$ cat src/include/tqh_pkg.sv
// Constants, register map and types for the trigger qualify/holdoff block
package tqh_pkg;
    ////////////////////////////////////////////////////////////////////////
    localparam int AW = 8;
    localparam int DW = 32;
    localparam logic [7:0] A_CTRL = 8'h00;
    localparam logic [7:0] A_COND_A = 8'h04;
    localparam logic [7:0] A_COND_D = 8'h08;
    localparam logic [7:0] A_LEVEL = 8'h0c;
    localparam logic [7:0] A_HYST = 8'h10;
    localparam logic [7:0] A_HO_TIME = 8'h14;
    localparam logic [7:0] A_HO_EV = 8'h18;
    localparam logic [7:0] A_HO_MIN = 8'h1c;
    localparam logic [7:0] A_HO_MAX = 8'h20;
    localparam logic [7:0] A_SCALE = 8'h24;
    localparam logic [7:0] A_FILT = 8'h28;
    localparam logic [7:0] A_CMD = 8'h2c;
    localparam logic [7:0] A_STATUS = 8'h30;
    localparam logic [7:0] A_ELAPSED = 8'h34;
    localparam logic [7:0] A_AUTO_TIME = 8'h38;
    ////////////////////////////////////////////////////////////////////////
    // CTRL fields
    localparam int C_MODE = 0;
    localparam int C_HOLD = 2;
    localparam int C_OR = 5;
    localparam int C_TYPE = 6;
    localparam int C_PDIG = 8;
    localparam int C_CLKSRC = 9;
    localparam int C_SLOPE = 11;
    localparam int C_SRC = 13;
    localparam int C_SEQ = 16;
    localparam int C_FILT = 17;
    localparam int C_HMAN = 19;
    localparam int C_HREL = 20;
    // CMD fields
    localparam int K_FORCE = 0;
    localparam int K_SETA = 1;
    localparam int K_SETD = 2;
    localparam int K_VAL = 3;
    localparam int K_FIND = 5;
    ////////////////////////////////////////////////////////////////////////
    localparam int CLK_MHZ = 40;
    localparam int MS_US = 1000;
    localparam int MS_CYC_DEF = MS_US * CLK_MHZ;
    localparam int FREE_US = 10;
    localparam logic [23:0] FREE_CYC = 24'(FREE_US * CLK_MHZ);
    localparam logic [31:0] ONE_SEC_MS = 32'h0000_03e8;
    localparam int AUTO_TO_SHIFT = 4;
    localparam logic [7:0] AUTO_HYST = 8'h02;
    localparam logic [15:0] LFSR_SEED = 16'hace1;
    localparam logic [15:0] LFSR_TAPS = 16'hb400;
    localparam logic [7:0] HALF_FS = 8'h80;
    localparam logic [1:0] CND_LOW = 2'h1;
    localparam logic [1:0] CND_HIGH = 2'h2;
    ////////////////////////////////////////////////////////////////////////
    typedef enum logic [1:0] {MODE_AUTO, MODE_NORMAL, MODE_FREE} tqh_mode_e;
    typedef enum logic [2:0] {
        HO_OFF, HO_TIME, HO_EVENTS, HO_RANDOM, HO_AUTO
    } tqh_hold_e;
    typedef enum logic [1:0] {TY_EDGE, TY_STATE, TY_PATTERN} tqh_type_e;
    typedef enum logic [1:0] {SL_RISE, SL_FALL, SL_EITHER} tqh_slope_e;
    typedef enum logic [2:0] {
        SRC_CH0, SRC_CH1, SRC_CH2, SRC_CH3, SRC_LINE, SRC_EXT, SRC_SERIAL
    } tqh_src_e;
    typedef enum logic [1:0] {
        FLT_OFF, FLT_LOW_FREQ_REJECT, FLT_HIGH_FREQ_REJECT
    } tqh_filt_e;
endpackage

$ cat src/hw/tqh_trigger.sv
// Trigger qualification, mode pacing, holdoff, hysteresis and filter
`timescale 1ns/1ps
module tqh_trigger #(
    parameter int MS_CYC = tqh_pkg::MS_CYC_DEF
) (
    input wire logic SYS_CLK_IN,
    input wire logic NRST_IN,
    input wire logic [7:0] ADDR_IN,
    input wire logic [31:0] WDATA_IN,
    input wire logic WR_IN,
    input wire logic RD_IN,
    output logic [31:0] RDATA_OUT,
    input wire logic [31:0] ANA_CH_IN,
    input wire logic [7:0] DIG_CH_IN,
    input wire logic MAINS_IN,
    input wire logic EXT_TRIG_IN,
    input wire logic SERIAL_TRIG_IN,
    output logic TRIG_OUT,
    output logic NO_TRIG_OUT
);
    ////////////////////////////////////////////////////////////////////////
    typedef struct packed {
        logic [31:0] ctrl;
        logic [7:0] cond_a;
        logic [15:0] cond_d;
        logic [7:0] level;
        logic [7:0] hyst;
        logic [23:0] ho_time;
        logic [15:0] ho_ev;
        logic [23:0] ho_min;
        logic [23:0] ho_max;
        logic [7:0] ascale;
        logic [15:0] hscale;
        logic [7:0] fcorner;
        logic [15:0] lp;
        logic above;
        logic prev_clk;
        logic prev_pat;
        logic prev_mains;
        logic [23:0] ho_cnt;
        logic [15:0] ev_cnt;
        logic [23:0] to_cnt;
        logic [31:0] ms_div;
        logic [31:0] el_ms;
        logic no_trig;
        logic [15:0] lfsr;
        logic [7:0] pk_max;
        logic [7:0] pk_min;
        logic trig;
        logic [31:0] rdata;
    } tqh_state_s;

    tqh_state_s s;
    tqh_state_s next_s;
    logic acc;
    logic qev;
    logic frc;
    logic he;

    ////////////////////////////////////////////////////////////////////////
    // Don't-care is true under AND and false under OR
    function automatic logic tqh_combine(input logic [7:0] v,
                                         input logic [15:0] c,
                                         input logic [7:0] excl,
                                         input logic use_or);
        logic r;
        logic t;
        r = !use_or;
        for (int i = 0; i < 8; i++) begin
            t = (c[2*i +: 2] == tqh_pkg::CND_HIGH) ? v[i] :
                (c[2*i +: 2] == tqh_pkg::CND_LOW) ? !v[i] : !use_or;
            if (excl[i]) begin
                t = !use_or;
            end
            r = use_or ? (r | t) : (r & t);
        end
        return r;
    endfunction

    function automatic logic [7:0] tqh_sat(input logic [8:0] a,
                                           input logic neg);
        if (a[8]) begin
            return neg ? 8'h00 : 8'hff;
        end
        return a[7:0];
    endfunction

    function automatic logic tqh_edge(input logic prev, input logic cur,
                                      input tqh_pkg::tqh_slope_e sl);
        logic r;
        logic f;
        r = !prev && cur;
        f = prev && !cur;
        return (sl == tqh_pkg::SL_RISE) ? r :
               (sl == tqh_pkg::SL_FALL) ? f : (r | f);
    endfunction

    ////////////////////////////////////////////////////////////////////////
    always_comb begin
        tqh_pkg::tqh_mode_e mode;
        tqh_pkg::tqh_hold_e hm;
        tqh_pkg::tqh_type_e ty;
        tqh_pkg::tqh_slope_e sl;
        tqh_pkg::tqh_src_e src;
        tqh_pkg::tqh_filt_e fm;
        logic [7:0] x;
        logic [7:0] fx;
        logic [7:0] h;
        logic [7:0] hi_a;
        logic [7:0] clk_s;
        logic [7:0] excl;
        logic [16:0] diff;
        logic [8:0] tmp;
        logic pat;
        logic fire;
        logic busy;
        logic [23:0] tmo;
        logic [23:0] rnd;
        mode = tqh_pkg::tqh_mode_e'(s.ctrl[tqh_pkg::C_MODE +: 2]);
        hm = tqh_pkg::tqh_hold_e'(s.ctrl[tqh_pkg::C_HOLD +: 3]);
        ty = tqh_pkg::tqh_type_e'(s.ctrl[tqh_pkg::C_TYPE +: 2]);
        sl = tqh_pkg::tqh_slope_e'(s.ctrl[tqh_pkg::C_SLOPE +: 2]);
        src = tqh_pkg::tqh_src_e'(s.ctrl[tqh_pkg::C_SRC +: 3]);
        fm = tqh_pkg::tqh_filt_e'(s.ctrl[tqh_pkg::C_FILT +: 2]);
        next_s = s;
        acc = 1'b0;
        qev = 1'b0;
        frc = 1'b0;
        fire = 1'b0;
        pat = 1'b0;
        excl = 8'h00;
        ////////////////////////////////////////////////////////////////////
        // Register writes
        if (WR_IN) begin
            case (ADDR_IN)
                tqh_pkg::A_CTRL: next_s.ctrl = WDATA_IN;
                tqh_pkg::A_COND_A: next_s.cond_a = WDATA_IN[7:0];
                tqh_pkg::A_COND_D: next_s.cond_d = WDATA_IN[15:0];
                tqh_pkg::A_LEVEL: next_s.level = WDATA_IN[7:0];
                tqh_pkg::A_HYST: next_s.hyst = WDATA_IN[7:0];
                tqh_pkg::A_HO_TIME: next_s.ho_time = WDATA_IN[23:0];
                tqh_pkg::A_HO_EV: next_s.ho_ev = WDATA_IN[15:0];
                tqh_pkg::A_HO_MIN: next_s.ho_min = WDATA_IN[23:0];
                tqh_pkg::A_HO_MAX: next_s.ho_max = WDATA_IN[23:0];
                tqh_pkg::A_SCALE: begin
                    next_s.ascale = WDATA_IN[7:0];
                    next_s.hscale = WDATA_IN[23:8];
                end
                tqh_pkg::A_FILT: next_s.fcorner = WDATA_IN[7:0];
                tqh_pkg::A_CMD: begin
                    frc = WDATA_IN[tqh_pkg::K_FORCE];
                    if (WDATA_IN[tqh_pkg::K_SETA]) begin
                        next_s.cond_a = {4{WDATA_IN[tqh_pkg::K_VAL +: 2]}};
                    end
                    if (WDATA_IN[tqh_pkg::K_SETD]) begin
                        next_s.cond_d = {8{WDATA_IN[tqh_pkg::K_VAL +: 2]}};
                    end
                    if (WDATA_IN[tqh_pkg::K_FIND]) begin
                        // Half the span seen since the last request
                        next_s.level = 8'((s.pk_max - s.pk_min) >> 1);
                        next_s.pk_max = 8'h00;
                        next_s.pk_min = 8'hff;
                    end
                end
                default: ;
            endcase
        end
        ////////////////////////////////////////////////////////////////////
        // Trigger path filter on the selected analog channel
        x = ANA_CH_IN[8 * src[1:0] +: 8];
        diff = 17'({x, 8'h00}) - 17'(s.lp);
        next_s.lp = 16'(s.lp + 16'($signed(diff) >>> s.fcorner[3:0]));
        tmp = 9'(x) + 9'(tqh_pkg::HALF_FS);
        tmp = 9'(tmp - 9'(s.lp[15:8]));
        unique case (fm)
            tqh_pkg::FLT_LOW_FREQ_REJECT: fx = tqh_sat(tmp, s.lp[15:8] > x);
            tqh_pkg::FLT_HIGH_FREQ_REJECT: fx = s.lp[15:8];
            default: fx = x;
        endcase
        if (fm == tqh_pkg::FLT_HIGH_FREQ_REJECT) begin
            next_s.lp = 16'(s.lp + 16'($signed(diff) >>> s.fcorner[7:4]));
        end
        if (x > s.pk_max) begin
            next_s.pk_max = x;
        end
        if (x < s.pk_min) begin
            next_s.pk_min = x;
        end
        ////////////////////////////////////////////////////////////////////
        // Hysteresis band: auto fixed, manual absolute or relative
        if (!s.ctrl[tqh_pkg::C_HMAN]) begin
            h = tqh_pkg::AUTO_HYST;
        end else if (s.ctrl[tqh_pkg::C_HREL]) begin
            h = tqh_sat({s.hyst, 1'b0}, 1'b0);
        end else begin
            h = s.hyst;
        end
        if (fx > tqh_sat(9'(s.level) + 9'(h), 1'b0)) begin
            next_s.above = 1'b1;
        end else if (fx < tqh_sat(9'(s.level) - 9'(h), 1'b1)) begin
            next_s.above = 1'b0;
        end
        ////////////////////////////////////////////////////////////////////
        // Qualified event sources
        for (int i = 0; i < 4; i++) begin
            hi_a[i] = ANA_CH_IN[8*i +: 8] >= s.level;
        end
        hi_a[7:4] = 4'h0;
        clk_s = 8'h00;
        clk_s[s.ctrl[tqh_pkg::C_CLKSRC +: 2]] = 1'b1;
        next_s.prev_clk = |(hi_a & clk_s);
        next_s.prev_mains = MAINS_IN;
        if (ty == tqh_pkg::TY_STATE) begin
            excl = clk_s;
        end
        if (s.ctrl[tqh_pkg::C_PDIG]) begin
            pat = tqh_combine(DIG_CH_IN, s.cond_d, excl,
                              s.ctrl[tqh_pkg::C_OR]);
        end else begin
            pat = tqh_combine(hi_a, {8'h00, s.cond_a}, excl,
                              s.ctrl[tqh_pkg::C_OR]);
        end
        next_s.prev_pat = pat;
        unique case (src)
            tqh_pkg::SRC_LINE: qev = tqh_edge(s.prev_mains, MAINS_IN, sl);
            tqh_pkg::SRC_EXT: qev = EXT_TRIG_IN;
            tqh_pkg::SRC_SERIAL: qev = SERIAL_TRIG_IN;
            default: begin
                unique case (ty)
                    tqh_pkg::TY_STATE:
                        qev = pat && tqh_edge(s.prev_clk, next_s.prev_clk, sl);
                    tqh_pkg::TY_PATTERN: qev = pat && !s.prev_pat;
                    default: qev = tqh_edge(s.above, next_s.above, sl);
                endcase
            end
        endcase
        ////////////////////////////////////////////////////////////////////
        // Holdoff; events inside it are dropped, never queued
        he = !(src == tqh_pkg::SRC_EXT || src == tqh_pkg::SRC_SERIAL)
             && !s.ctrl[tqh_pkg::C_SEQ];
        busy = he && s.ho_cnt != 24'h0 && hm != tqh_pkg::HO_EVENTS
               && hm != tqh_pkg::HO_OFF;
        if (s.ho_cnt != 24'h0) begin
            next_s.ho_cnt = s.ho_cnt - 24'h1;
        end
        if (he && hm == tqh_pkg::HO_EVENTS) begin
            if (qev) begin
                if (s.ev_cnt + 16'h1 >= s.ho_ev) begin
                    acc = 1'b1;
                end else begin
                    next_s.ev_cnt = s.ev_cnt + 16'h1;
                end
            end
        end else begin
            acc = qev && !busy;
        end
        ////////////////////////////////////////////////////////////////////
        // Trigger mode pacing
        tmo = 24'(s.hscale) << tqh_pkg::AUTO_TO_SHIFT;
        if (tmo == 24'h0) begin
            tmo = 24'h1;
        end
        unique case (mode)
            tqh_pkg::MODE_FREE:
                fire = s.to_cnt >= tqh_pkg::FREE_CYC - 24'h1;
            tqh_pkg::MODE_AUTO:
                fire = acc || s.to_cnt >= tmo - 24'h1;
            default: fire = acc;
        endcase
        fire = fire || frc;
        if (s.to_cnt != 24'hff_ffff) begin
            next_s.to_cnt = s.to_cnt + 24'h1;
        end
        if (s.ms_div >= 32'(MS_CYC - 1)) begin
            next_s.ms_div = 32'h0;
            if (s.el_ms != 32'hffff_ffff) begin
                next_s.el_ms = s.el_ms + 32'h1;
            end
        end else begin
            next_s.ms_div = s.ms_div + 32'h1;
        end
        rnd = s.ho_min + 24'(s.lfsr);
        if (rnd > s.ho_max) begin
            rnd = s.ho_min;
        end
        next_s.trig = fire;
        if (fire) begin
            next_s.to_cnt = 24'h0;
            next_s.ev_cnt = 16'h0;
            next_s.el_ms = 32'h0;
            next_s.ms_div = 32'h0;
            next_s.lfsr = {s.lfsr[14:0], ^(s.lfsr & tqh_pkg::LFSR_TAPS)};
            unique case (hm)
                tqh_pkg::HO_TIME: next_s.ho_cnt = s.ho_time;
                tqh_pkg::HO_RANDOM: next_s.ho_cnt = rnd;
                tqh_pkg::HO_AUTO:
                    next_s.ho_cnt = 24'(s.ascale * s.hscale);
                default: next_s.ho_cnt = 24'h0;
            endcase
            if (!he) begin
                next_s.ho_cnt = 24'h0;
            end
        end
        next_s.no_trig = mode == tqh_pkg::MODE_NORMAL && !fire
                         && s.el_ms > tqh_pkg::ONE_SEC_MS;
        ////////////////////////////////////////////////////////////////////
        // Register reads, data valid the cycle after the strobe
        next_s.rdata = 32'h0;
        if (RD_IN) begin
            case (ADDR_IN)
                tqh_pkg::A_CTRL: next_s.rdata = s.ctrl;
                tqh_pkg::A_COND_A: next_s.rdata = 32'(s.cond_a);
                tqh_pkg::A_COND_D: next_s.rdata = 32'(s.cond_d);
                tqh_pkg::A_LEVEL: next_s.rdata = 32'(s.level);
                tqh_pkg::A_HYST: next_s.rdata = 32'(s.hyst);
                tqh_pkg::A_HO_TIME: next_s.rdata = 32'(s.ho_time);
                tqh_pkg::A_HO_EV: next_s.rdata = 32'(s.ho_ev);
                tqh_pkg::A_HO_MIN: next_s.rdata = 32'(s.ho_min);
                tqh_pkg::A_HO_MAX: next_s.rdata = 32'(s.ho_max);
                tqh_pkg::A_SCALE: next_s.rdata = 32'({s.hscale, s.ascale});
                tqh_pkg::A_FILT: next_s.rdata = 32'(s.fcorner);
                tqh_pkg::A_STATUS: next_s.rdata = 32'({s.level, h, 6'h0,
                                                       busy, s.no_trig});
                tqh_pkg::A_ELAPSED: next_s.rdata = s.el_ms;
                tqh_pkg::A_AUTO_TIME:
                    next_s.rdata = 32'(s.ascale * s.hscale);
                default: next_s.rdata = 32'h0;
            endcase
        end
    end

    ////////////////////////////////////////////////////////////////////////
    always_ff @(posedge SYS_CLK_IN) begin
        if (!NRST_IN) begin
            s <= '0;
            s.ctrl <= 32'h0;
            s.pk_min <= 8'hff;
            s.lfsr <= tqh_pkg::LFSR_SEED;
            s.level <= tqh_pkg::HALF_FS;
        end else begin
            s <= next_s;
        end
    end

    assign RDATA_OUT = s.rdata;
    assign TRIG_OUT = s.trig;
    assign NO_TRIG_OUT = s.no_trig;

    ////////////////////////////////////////////////////////////////////////
    // Checks
    chk_force_fires: assert property (@(posedge SYS_CLK_IN)
        disable iff (!NRST_IN) frc |=> TRIG_OUT)
        else $error("force did not trigger");

    chk_auto_real_wins: assert property (@(posedge SYS_CLK_IN)
        disable iff (!NRST_IN)
        (s.ctrl[1:0] == 2'h0 && acc) |=> (TRIG_OUT && s.to_cnt == 24'h0))
        else $error("real trigger lost in auto mode");

    chk_normal_only: assert property (@(posedge SYS_CLK_IN)
        disable iff (!NRST_IN)
        (s.ctrl[1:0] == 2'h1 && !acc && !frc) |=> !TRIG_OUT)
        else $error("normal mode fired without condition");

    chk_free_ignores: assert property (@(posedge SYS_CLK_IN)
        disable iff (!NRST_IN)
        (s.ctrl[1:0] == 2'h2 && !frc && s.to_cnt == 24'h0)
        |=> !TRIG_OUT [*8])
        else $error("free run fired early");

    chk_notrig_flag: assert property (@(posedge SYS_CLK_IN)
        disable iff (!NRST_IN)
        $rose(NO_TRIG_OUT) |-> $past(s.el_ms) > tqh_pkg::ONE_SEC_MS)
        else $error("no-trigger flag raised too soon");

    chk_hold_block: assert property (@(posedge SYS_CLK_IN)
        disable iff (!NRST_IN)
        (he && s.ctrl[4:2] == 3'h1 && s.ho_cnt > 24'h1 && !frc
         && s.ctrl[1:0] == 2'h1) |=> !TRIG_OUT)
        else $error("trigger taken inside holdoff");

    chk_hold_restart: assert property (@(posedge SYS_CLK_IN)
        disable iff (!NRST_IN)
        (TRIG_OUT && $past(he) && $past(s.ctrl[4:2]) == 3'h1)
        |-> s.ho_cnt == $past(s.ho_time))
        else $error("holdoff not restarted");

    chk_hold_off_ext: assert property (@(posedge SYS_CLK_IN)
        disable iff (!NRST_IN)
        (TRIG_OUT && !$past(he)) |-> s.ho_cnt == 24'h0)
        else $error("holdoff on external source");

    chk_set_all: assert property (@(posedge SYS_CLK_IN)
        disable iff (!NRST_IN)
        (WR_IN && ADDR_IN == tqh_pkg::A_CMD && WDATA_IN[1])
        |=> s.cond_a == {4{$past(WDATA_IN[4:3])}})
        else $error("set-all not applied");
endmodule // tqh_trigger

$ cat config.mk
export PLATFORM = sky130hd
export DESIGN_NAME = tqh_trigger
export DESIGN_NICKNAME = d
export VERILOG_FILES = /design/src/include/tqh_pkg.sv /design/src/hw/tqh_trigger.sv
export SDC_FILE = /design/constraint.sdc
export NUM_CORES = 2
export LEC_CHECK = 0
export BUFFER_PORTS_ARGS = -buffer_cell sky130_fd_sc_hd__clkbuf_2
export CAP_MARGIN = 15
export CORE_MARGIN = 4
export CORE_UTILIZATION = 55
export DETAILED_ROUTE_END_ITERATION = 6
export GPL_TIMING_DRIVEN = 0
export PLACE_DENSITY = 0.69
export SETUP_SLACK_MARGIN = 0.1
export SLEW_MARGIN = 10
export SYNTH_ARGS = -nofsm -noshare
export SYNTH_HDL_FRONTEND = slang
export SYNTH_SLANG_ARGS = --single-unit
$ cat constraint.sdc
create_clock -name SYS_CLK_IN -period 16 [get_ports SYS_CLK_IN]
set_clock_uncertainty 0.05 [all_clocks]
set_input_delay 0.8 -clock SYS_CLK_IN [delete_from_list [all_inputs] [get_ports SYS_CLK_IN]]
set_output_delay 0.8 -clock SYS_CLK_IN [all_outputs]
set_load 0.02 [all_outputs]
# After elaboration in Yosys (flattened, before gate mapping)
# Index checks and enable logic that the tools add are counted.
[op_classes]
n_reduce_logical = 80
bitwise = 38
n_eq_ne = 58
n_mux = 132
n_addsub = 15
shifts = 3
n_mul = 2
magnitude_cmp = 17
[op_table]
columns = ["operator", "count"]
rows = [
  ["$pmux 32 s14", 1],
  ["$mux 128", 1],
  ["$mux 16", 8],
  ["$mux 8", 16],
  ["$mux 24", 4],
  ["$mux 32", 3],
  ["$mux 1", 88],
  ["$pmux 24 s3", 1],
  ["$add 32x1->32 const B", 2],
  ["$eq 8x6->1 const B", 7],
  ["$mul 8x16->24", 2],
  ["$pmux 8 s2", 3],
  ["$sub 24x1->24 const B", 2],
  ["$sshr 17x4->16", 2],
  ["$add 16x16->16", 2],
  ["$eq 2x1->1 const B", 16],
  ["$eq 8x5->1 const B", 4],
  ["$ge 32x16->1 const B", 1],
  ["$ge 8x8->1", 4],
  ["$gt 32x10->1 const B", 1],
  ["$ne 32x32->1 const B", 1],
  ["$pmux 16 s2", 1],
  ["$shiftx 32x6->8", 1],
  ["$eq 2x2->1 const B", 15],
  ["49 further kinds", 159],
]
[totals]
reg_bits = 406
input_bits = 87

# Depth between registers and ports, before layout
[depth]
depth_word = 35
ltp_mapped = 34
ltp_nobuf = 32

# Least setup slack after synthesis
# OpenSTA, ideal clock, no wires.
[synth_path]
path_kind = "input to register"
from = "input port ANA_CH_IN[26]"
to = "register s[49] (netlist bit)"
setup_time_ns = 0.120
n_path_buf = 1
arrival_time_ns = 6.518
path_stages = 30
path_slack_ns = 9.312
required_time_ns = 15.830
cell_sequence = "mux4_2 > ha_1 > fa_1 > inv_1 > o21ai_0 > a21boi_0 > o221ai_1 > nand2_1 > xnor2_1 > o31ai_2 > o21ai_0 > mux2_2 > ha_1 > nand3_1 > a21oi_1 > o31ai_1 > a21o_1 > nand2_1 > a31o_2 > o31ai_1 > ha_1 > nand2_1 > a21oi_1 > a21oi_1 > o21ai_0 > nand2_1 > nand4b_1 > clkbuf_1 > nand2_4 > a211o_1"
[synth_between]
elab_chain_len = 25
word_cells_on_any_way = 60
cone_classes = "2 x add/sub; 4 x order compare; 1 x shift; 27 x mux; 13 x bitwise; 13 x reduce/logical"
[synth_lines]
columns = ["item", "line", "rtl"]
rows = [
  ["start, declared", "tqh_trigger.sv:13", "input wire logic [31:0] ANA_CH_IN,"],
  ["branches (longest 18 deep; another with $add 8x8->9)", "n/a", ""],
  ["$pmux 1 s2 (*)", "tqh_trigger.sv:229", "unique case (ty)"],
  ["$pmux 1 s3 (*)", "tqh_trigger.sv:224", "unique case (src)"],
  ["$mux 1 / $logic_and 1x1->1 (equally long branches)", "tqh_trigger.sv:247, tqh_trigger.sv:255", ""],
  ["$mux 1 (*)", "tqh_trigger.sv:246", "if (he && hm == tqh_pkg::HO_EVENTS) begin"],
  ["$logic_or 1x1->1", "tqh_trigger.sv:267", "fire = acc || s.to_cnt >= tmo - 24'h1;"],
  ["$pmux 1 s2 (*)", "tqh_trigger.sv:263", "unique case (mode)"],
  ["$logic_or 1x1->1 (*)", "tqh_trigger.sv:270", "fire = fire || frc;"],
  ["end signal, assigned", "tqh_trigger.sv:341", "s <= next_s;"],
  ["end, declared", "tqh_trigger.sv:53", "tqh_state_s s;"],
]
# Mark *: on every way between the ends. The select of a mux whose other input is x is not followed.
# A chain may end at the register's enable or synchronous reset.

# Final worst setup path
[layout_path]
from = "register s[388] (netlist bit)"
to = "register s[56] (netlist bit)"
[layout_between]
elab_chain_len = 22
word_cells_on_any_way = 39
cone_classes = "2 x add/sub; 3 x order compare; 3 x eq/ne; 1 x shift; 15 x mux; 1 x bitwise; 14 x reduce/logical"
[layout_lines]
columns = ["item", "line", "rtl"]
rows = [
  ["$shiftx 32x6->8", "tqh_trigger.sv:170", "x = ANA_CH_IN[8 * src[1:0] +: 8];"],
  ["$add 8x8->9", "tqh_trigger.sv:173", "tmp = 9'(x) + 9'(tqh_pkg::HALF_FS);"],
  ["$sub 9x8->9", "tqh_trigger.sv:174", "tmp = 9'(tmp - 9'(s.lp[15:8]));"],
  ["$mux 1", "tqh_trigger.sv:82", "if (a[8]) begin"],
  ["$mux 1", "tqh_trigger.sv:175", "unique case (fm)"],
  ["$mux 8", "tqh_trigger.sv:85", "return a[7:0];"],
  ["$pmux 8 s2", "tqh_trigger.sv:175", ""],
  ["$lt 8x8->1", "tqh_trigger.sv:200", "end else if (fx < tqh_sat(9'(s.level) - 9'(h), 1'b1)) begin"],
  ["[... 6 more ...]", "n/a", ""],
  ["$mux 1", "tqh_trigger.sv:94", "return (sl == tqh_pkg::SL_RISE) ? r :"],
  ["$pmux 1 s2", "tqh_trigger.sv:229", ""],
  ["$pmux 1 s3", "tqh_trigger.sv:224", ""],
  ["$mux 1 / $logic_and 1x1->1 (equally long branches)", "tqh_trigger.sv:247, tqh_trigger.sv:255", ""],
  ["$mux 1 (*)", "tqh_trigger.sv:246", ""],
  ["$logic_or 1x1->1", "tqh_trigger.sv:267", ""],
  ["$pmux 1 s2 (*)", "tqh_trigger.sv:263", ""],
  ["$logic_or 1x1->1 (*)", "tqh_trigger.sv:270", ""],
]
# Mark *: on every way between the ends. The rest lies on a longest branch, timed or not. The select of a mux whose other input is x is not followed.

==> reports/results.ini <==
[routing]
wl_um = 112000
drt_first_pass_iters = 7
routedWlPerCell_um = 23.1
vias = 30000
antenna_left = 0
vias_per_cell = 6.21
drcViolationCount = 2
drtIter0Drc = 4141

[sta]
drv_slew = 0
worst_slew_pin_slew_ns = 1.27
finalSetupViolations = 0
fin_setup_tns_ns = 0
rsz0062_at_grt = no
setup_slack_ns = 6.82
slew_headroom_pct = 15.2
hold_viol = 0
finalCritPeriodShare_pct = 57.4
fin_hold_ws_ns = 0.343
period_needed_ns = 9.18
max_freq_ghz = 0.109

[floorplan]
core_um2 = 55200
dieArea_um2 = 59600
initial_core_util_pct = 55.6
die_y_um = 244
io-pin-count = 121
rows = 86
die_w_um = 244

[power_and_ir_drop]
power.leakage_nw = 13.7
ir_drop_mv = 0.106
powerDensity_nw_per_um2 = 102

[synth]
yosys.area.top_type = dfxtp_1
synth-edff-count = 0
async_flop_share_pct = 0
synth_area_um2 = 30700
ys_seq_elements = 406
syn_inst = 3862
ys.flop_type = dfxtp_1
seq_area_frac_synth_pct = 26.5
avgSynthCellArea_um2 = 7.95
yosysUniqueCellTypes = 92
yosys-top-cells-area = dfxtp_1, ha_1, nand2_1, fa_1, a21oi_1
netlist.area_leader.share_pct = 26.5
ys_warn_count = 0

[critical_path]
critical_path_peak_fanout = 10
worst_setup_path_end_kind = register
cp_common_cell = nand2_1
reg2reg_slack_ns = 6.82
required_ns = 16.43
startpoint_type = register
cp.arrival_ns = 9.62
slowest_delay_ns = 0.69
critPathSlowestCell = clkbuf_1
crit_type = register to register

[finish]
drive_gt1_share_pct = 7.77
area_delta_synth_final_pct = 10.8
multiInputGateArea_um2 = 20500
nNetsFinal = 4490
seq_area_um2 = 8130
final_cells = 4828
fillers = 5091
final_common_cell = nand2_1
final_cell_mix = nand2_1, dfxtp_1, a21oi_1, nor2_1, ha_1

[cts]
cts-htree-levels = 2
path_clk_slew_ns = 0.06
clock_path_buffers = 3
holdBufCountCts = 0
cts_tree = built
clock_sinks = 406
postCtsSetupRepairBufs = 0
cts_buffers = 47
cts_resized = 0
clock_latency_ns = 0.64
cts_root_buf = clkbuf_16

[placement]
dp_hpwl_um = 87400
port-buffer-count = 117
routabilityCongestion = 1.08
dp_slack_ns = 7.18
dpl.cell_count = 4745

[status]
status = finished, violations left
violations = design-rule violations

[flow_run]
cap_viol_max_count = 0

[global_routing]
grt_pass1_wl_um = 166000
grt_pass1_vias = 27100
grt_start_max_net_pins = 16
grt_overflow_total = 0
antenna_found_initial = 6
grt_usage_pct = 36.1

[hold_path]
hold_class = input port to register

area by class of cell:
type,instances,area share (%)
buffer,250,3.33
antenna,1,0.00736
timing repair buffer,117,1.72
inverter,254,2.80
clock buffer,58,3.82
sequential,406,23.9
tap,748,2.75
clock inverter,24,1.25
multi-input combinational,2970,60.4
where the power goes:
| part | total [mW] | leakage (nW) | switching [mW] | internal, mW |
|---|---|---|---|---|
| combinational | 1.14 | 9.55 | 0.667 | 0.478 |
| sequential | 1.14 | 3.29 | 0.0685 | 1.07 |
| clock | 1.20 | 0.849 | 0.475 | 0.725 |
through the flow:
| stage | power, mW | cell area [µm²] | util, % |
|---|---|---|---|
| 6_report | 3.49 | 34000 | 61.6 |
| 5_1_grt | 3.66 | 34000 | 61.6 |
| 4_1_cts | 3.47 | 34000 | 61.6 |
| 3_5_place_dp | 2.27 | 32300 | 58.5 |
| 3_3_place_gp | 2.27 | 32300 | 58.5 |
| 2_1_floorplan | 2.02 | 30800 | - |
path summary, 6_finish.rpt:
check,startpoint,end,cells after the start
setup reg to reg,s[388]$_SDFFE_PN0P_,s[56]$_SDFFE_PN1N_,30
setup / recovery,s[388]$_SDFFE_PN0P_,s[56]$_SDFFE_PN1N_,30
hold / removal,WDATA_IN[29],s[403]$_SDFFE_PN0P_,3
hold reg to reg,s[397]$_SDFFE_PN0P_,s[397]$_SDFFE_PN0P_,2
worst max-delay path: cells and delay by family, from the launching register on:
kind            cells  cell delay (ns)
fa+ha+maj           4             1.31
flops               1             0.45
simple gates        7             1.58
xor+xnor            1             0.12
compound gates     13             3.51
buf+inv             3             1.14
mux                 2             0.90
kinds of logic after synthesis:
| family | count (synthesis) | share of synthesized area [%] |
|---|---|---|
| other | 2 | 0.0245 |
| multiplexers | 84 | 3.16 |
| flip-flops | 406 | 26.5 |
| buffers and inverters | 504 | 6.80 |
| XOR/XNOR | 199 | 5.68 |
| AND/OR/NAND/NOR | 1362 | 20.7 |
| AO/OA/AOI/OAI | 948 | 20.3 |
| adder cells (fa/ha/maj) | 357 | 16.9 |
cells in the mapped netlist, types with 14 or more instances:
master / n
xnor2_1: 122
nor3_1: 49
o21ai_0: 104
a211o_1: 16
a221oi_1: 28
a211oi_1: 64
nand2_1: 539
nand4_1: 36
or3_1: 18
fa_1: 94
ha_1: 263
nand2b_1: 30
or4_1: 18
o31ai_1: 16
or2_2: 18
o21a_1: 19
a31oi_1: 33
dfxtp_1: 406
mux2_2: 14
a22oi_1: 65
o32ai_1: 16
a22o_1: 18
a21o_1: 49
mux2i_1: 61
a21oi_1: 355
nand3_1: 95
and2_1: 76
o211ai_1: 27
nand3b_1: 15
a222oi_1: 21
and3_1: 35
xor2_1: 77
buf_4: 42
clkbuf_1: 179
nor2_1: 325
nor4_1: 28
nor2b_1: 37
inv_1: 254
buf_2: 18
o2111ai_1: 15
sequential cells by signal, indices dropped and copies added (netlist names):
name	count
NO_TRIG_OUT	1
s	372
RDATA_OUT	32
TRIG_OUT	1
metal layers:
metal  part of all wire, %  wire (µm)  vias to the layer above  GRT usage (%)
met1                    42      47200                    14000           52.1
met5                 0.048         54                        -              0
met4                   5.3       5960                        6           15.1
met3                    12      13500                      359           8.16
li1                      -          -                    13900              -
met2                    40      45000                     1693           51.9
Power figures use the tool's default switching activity.
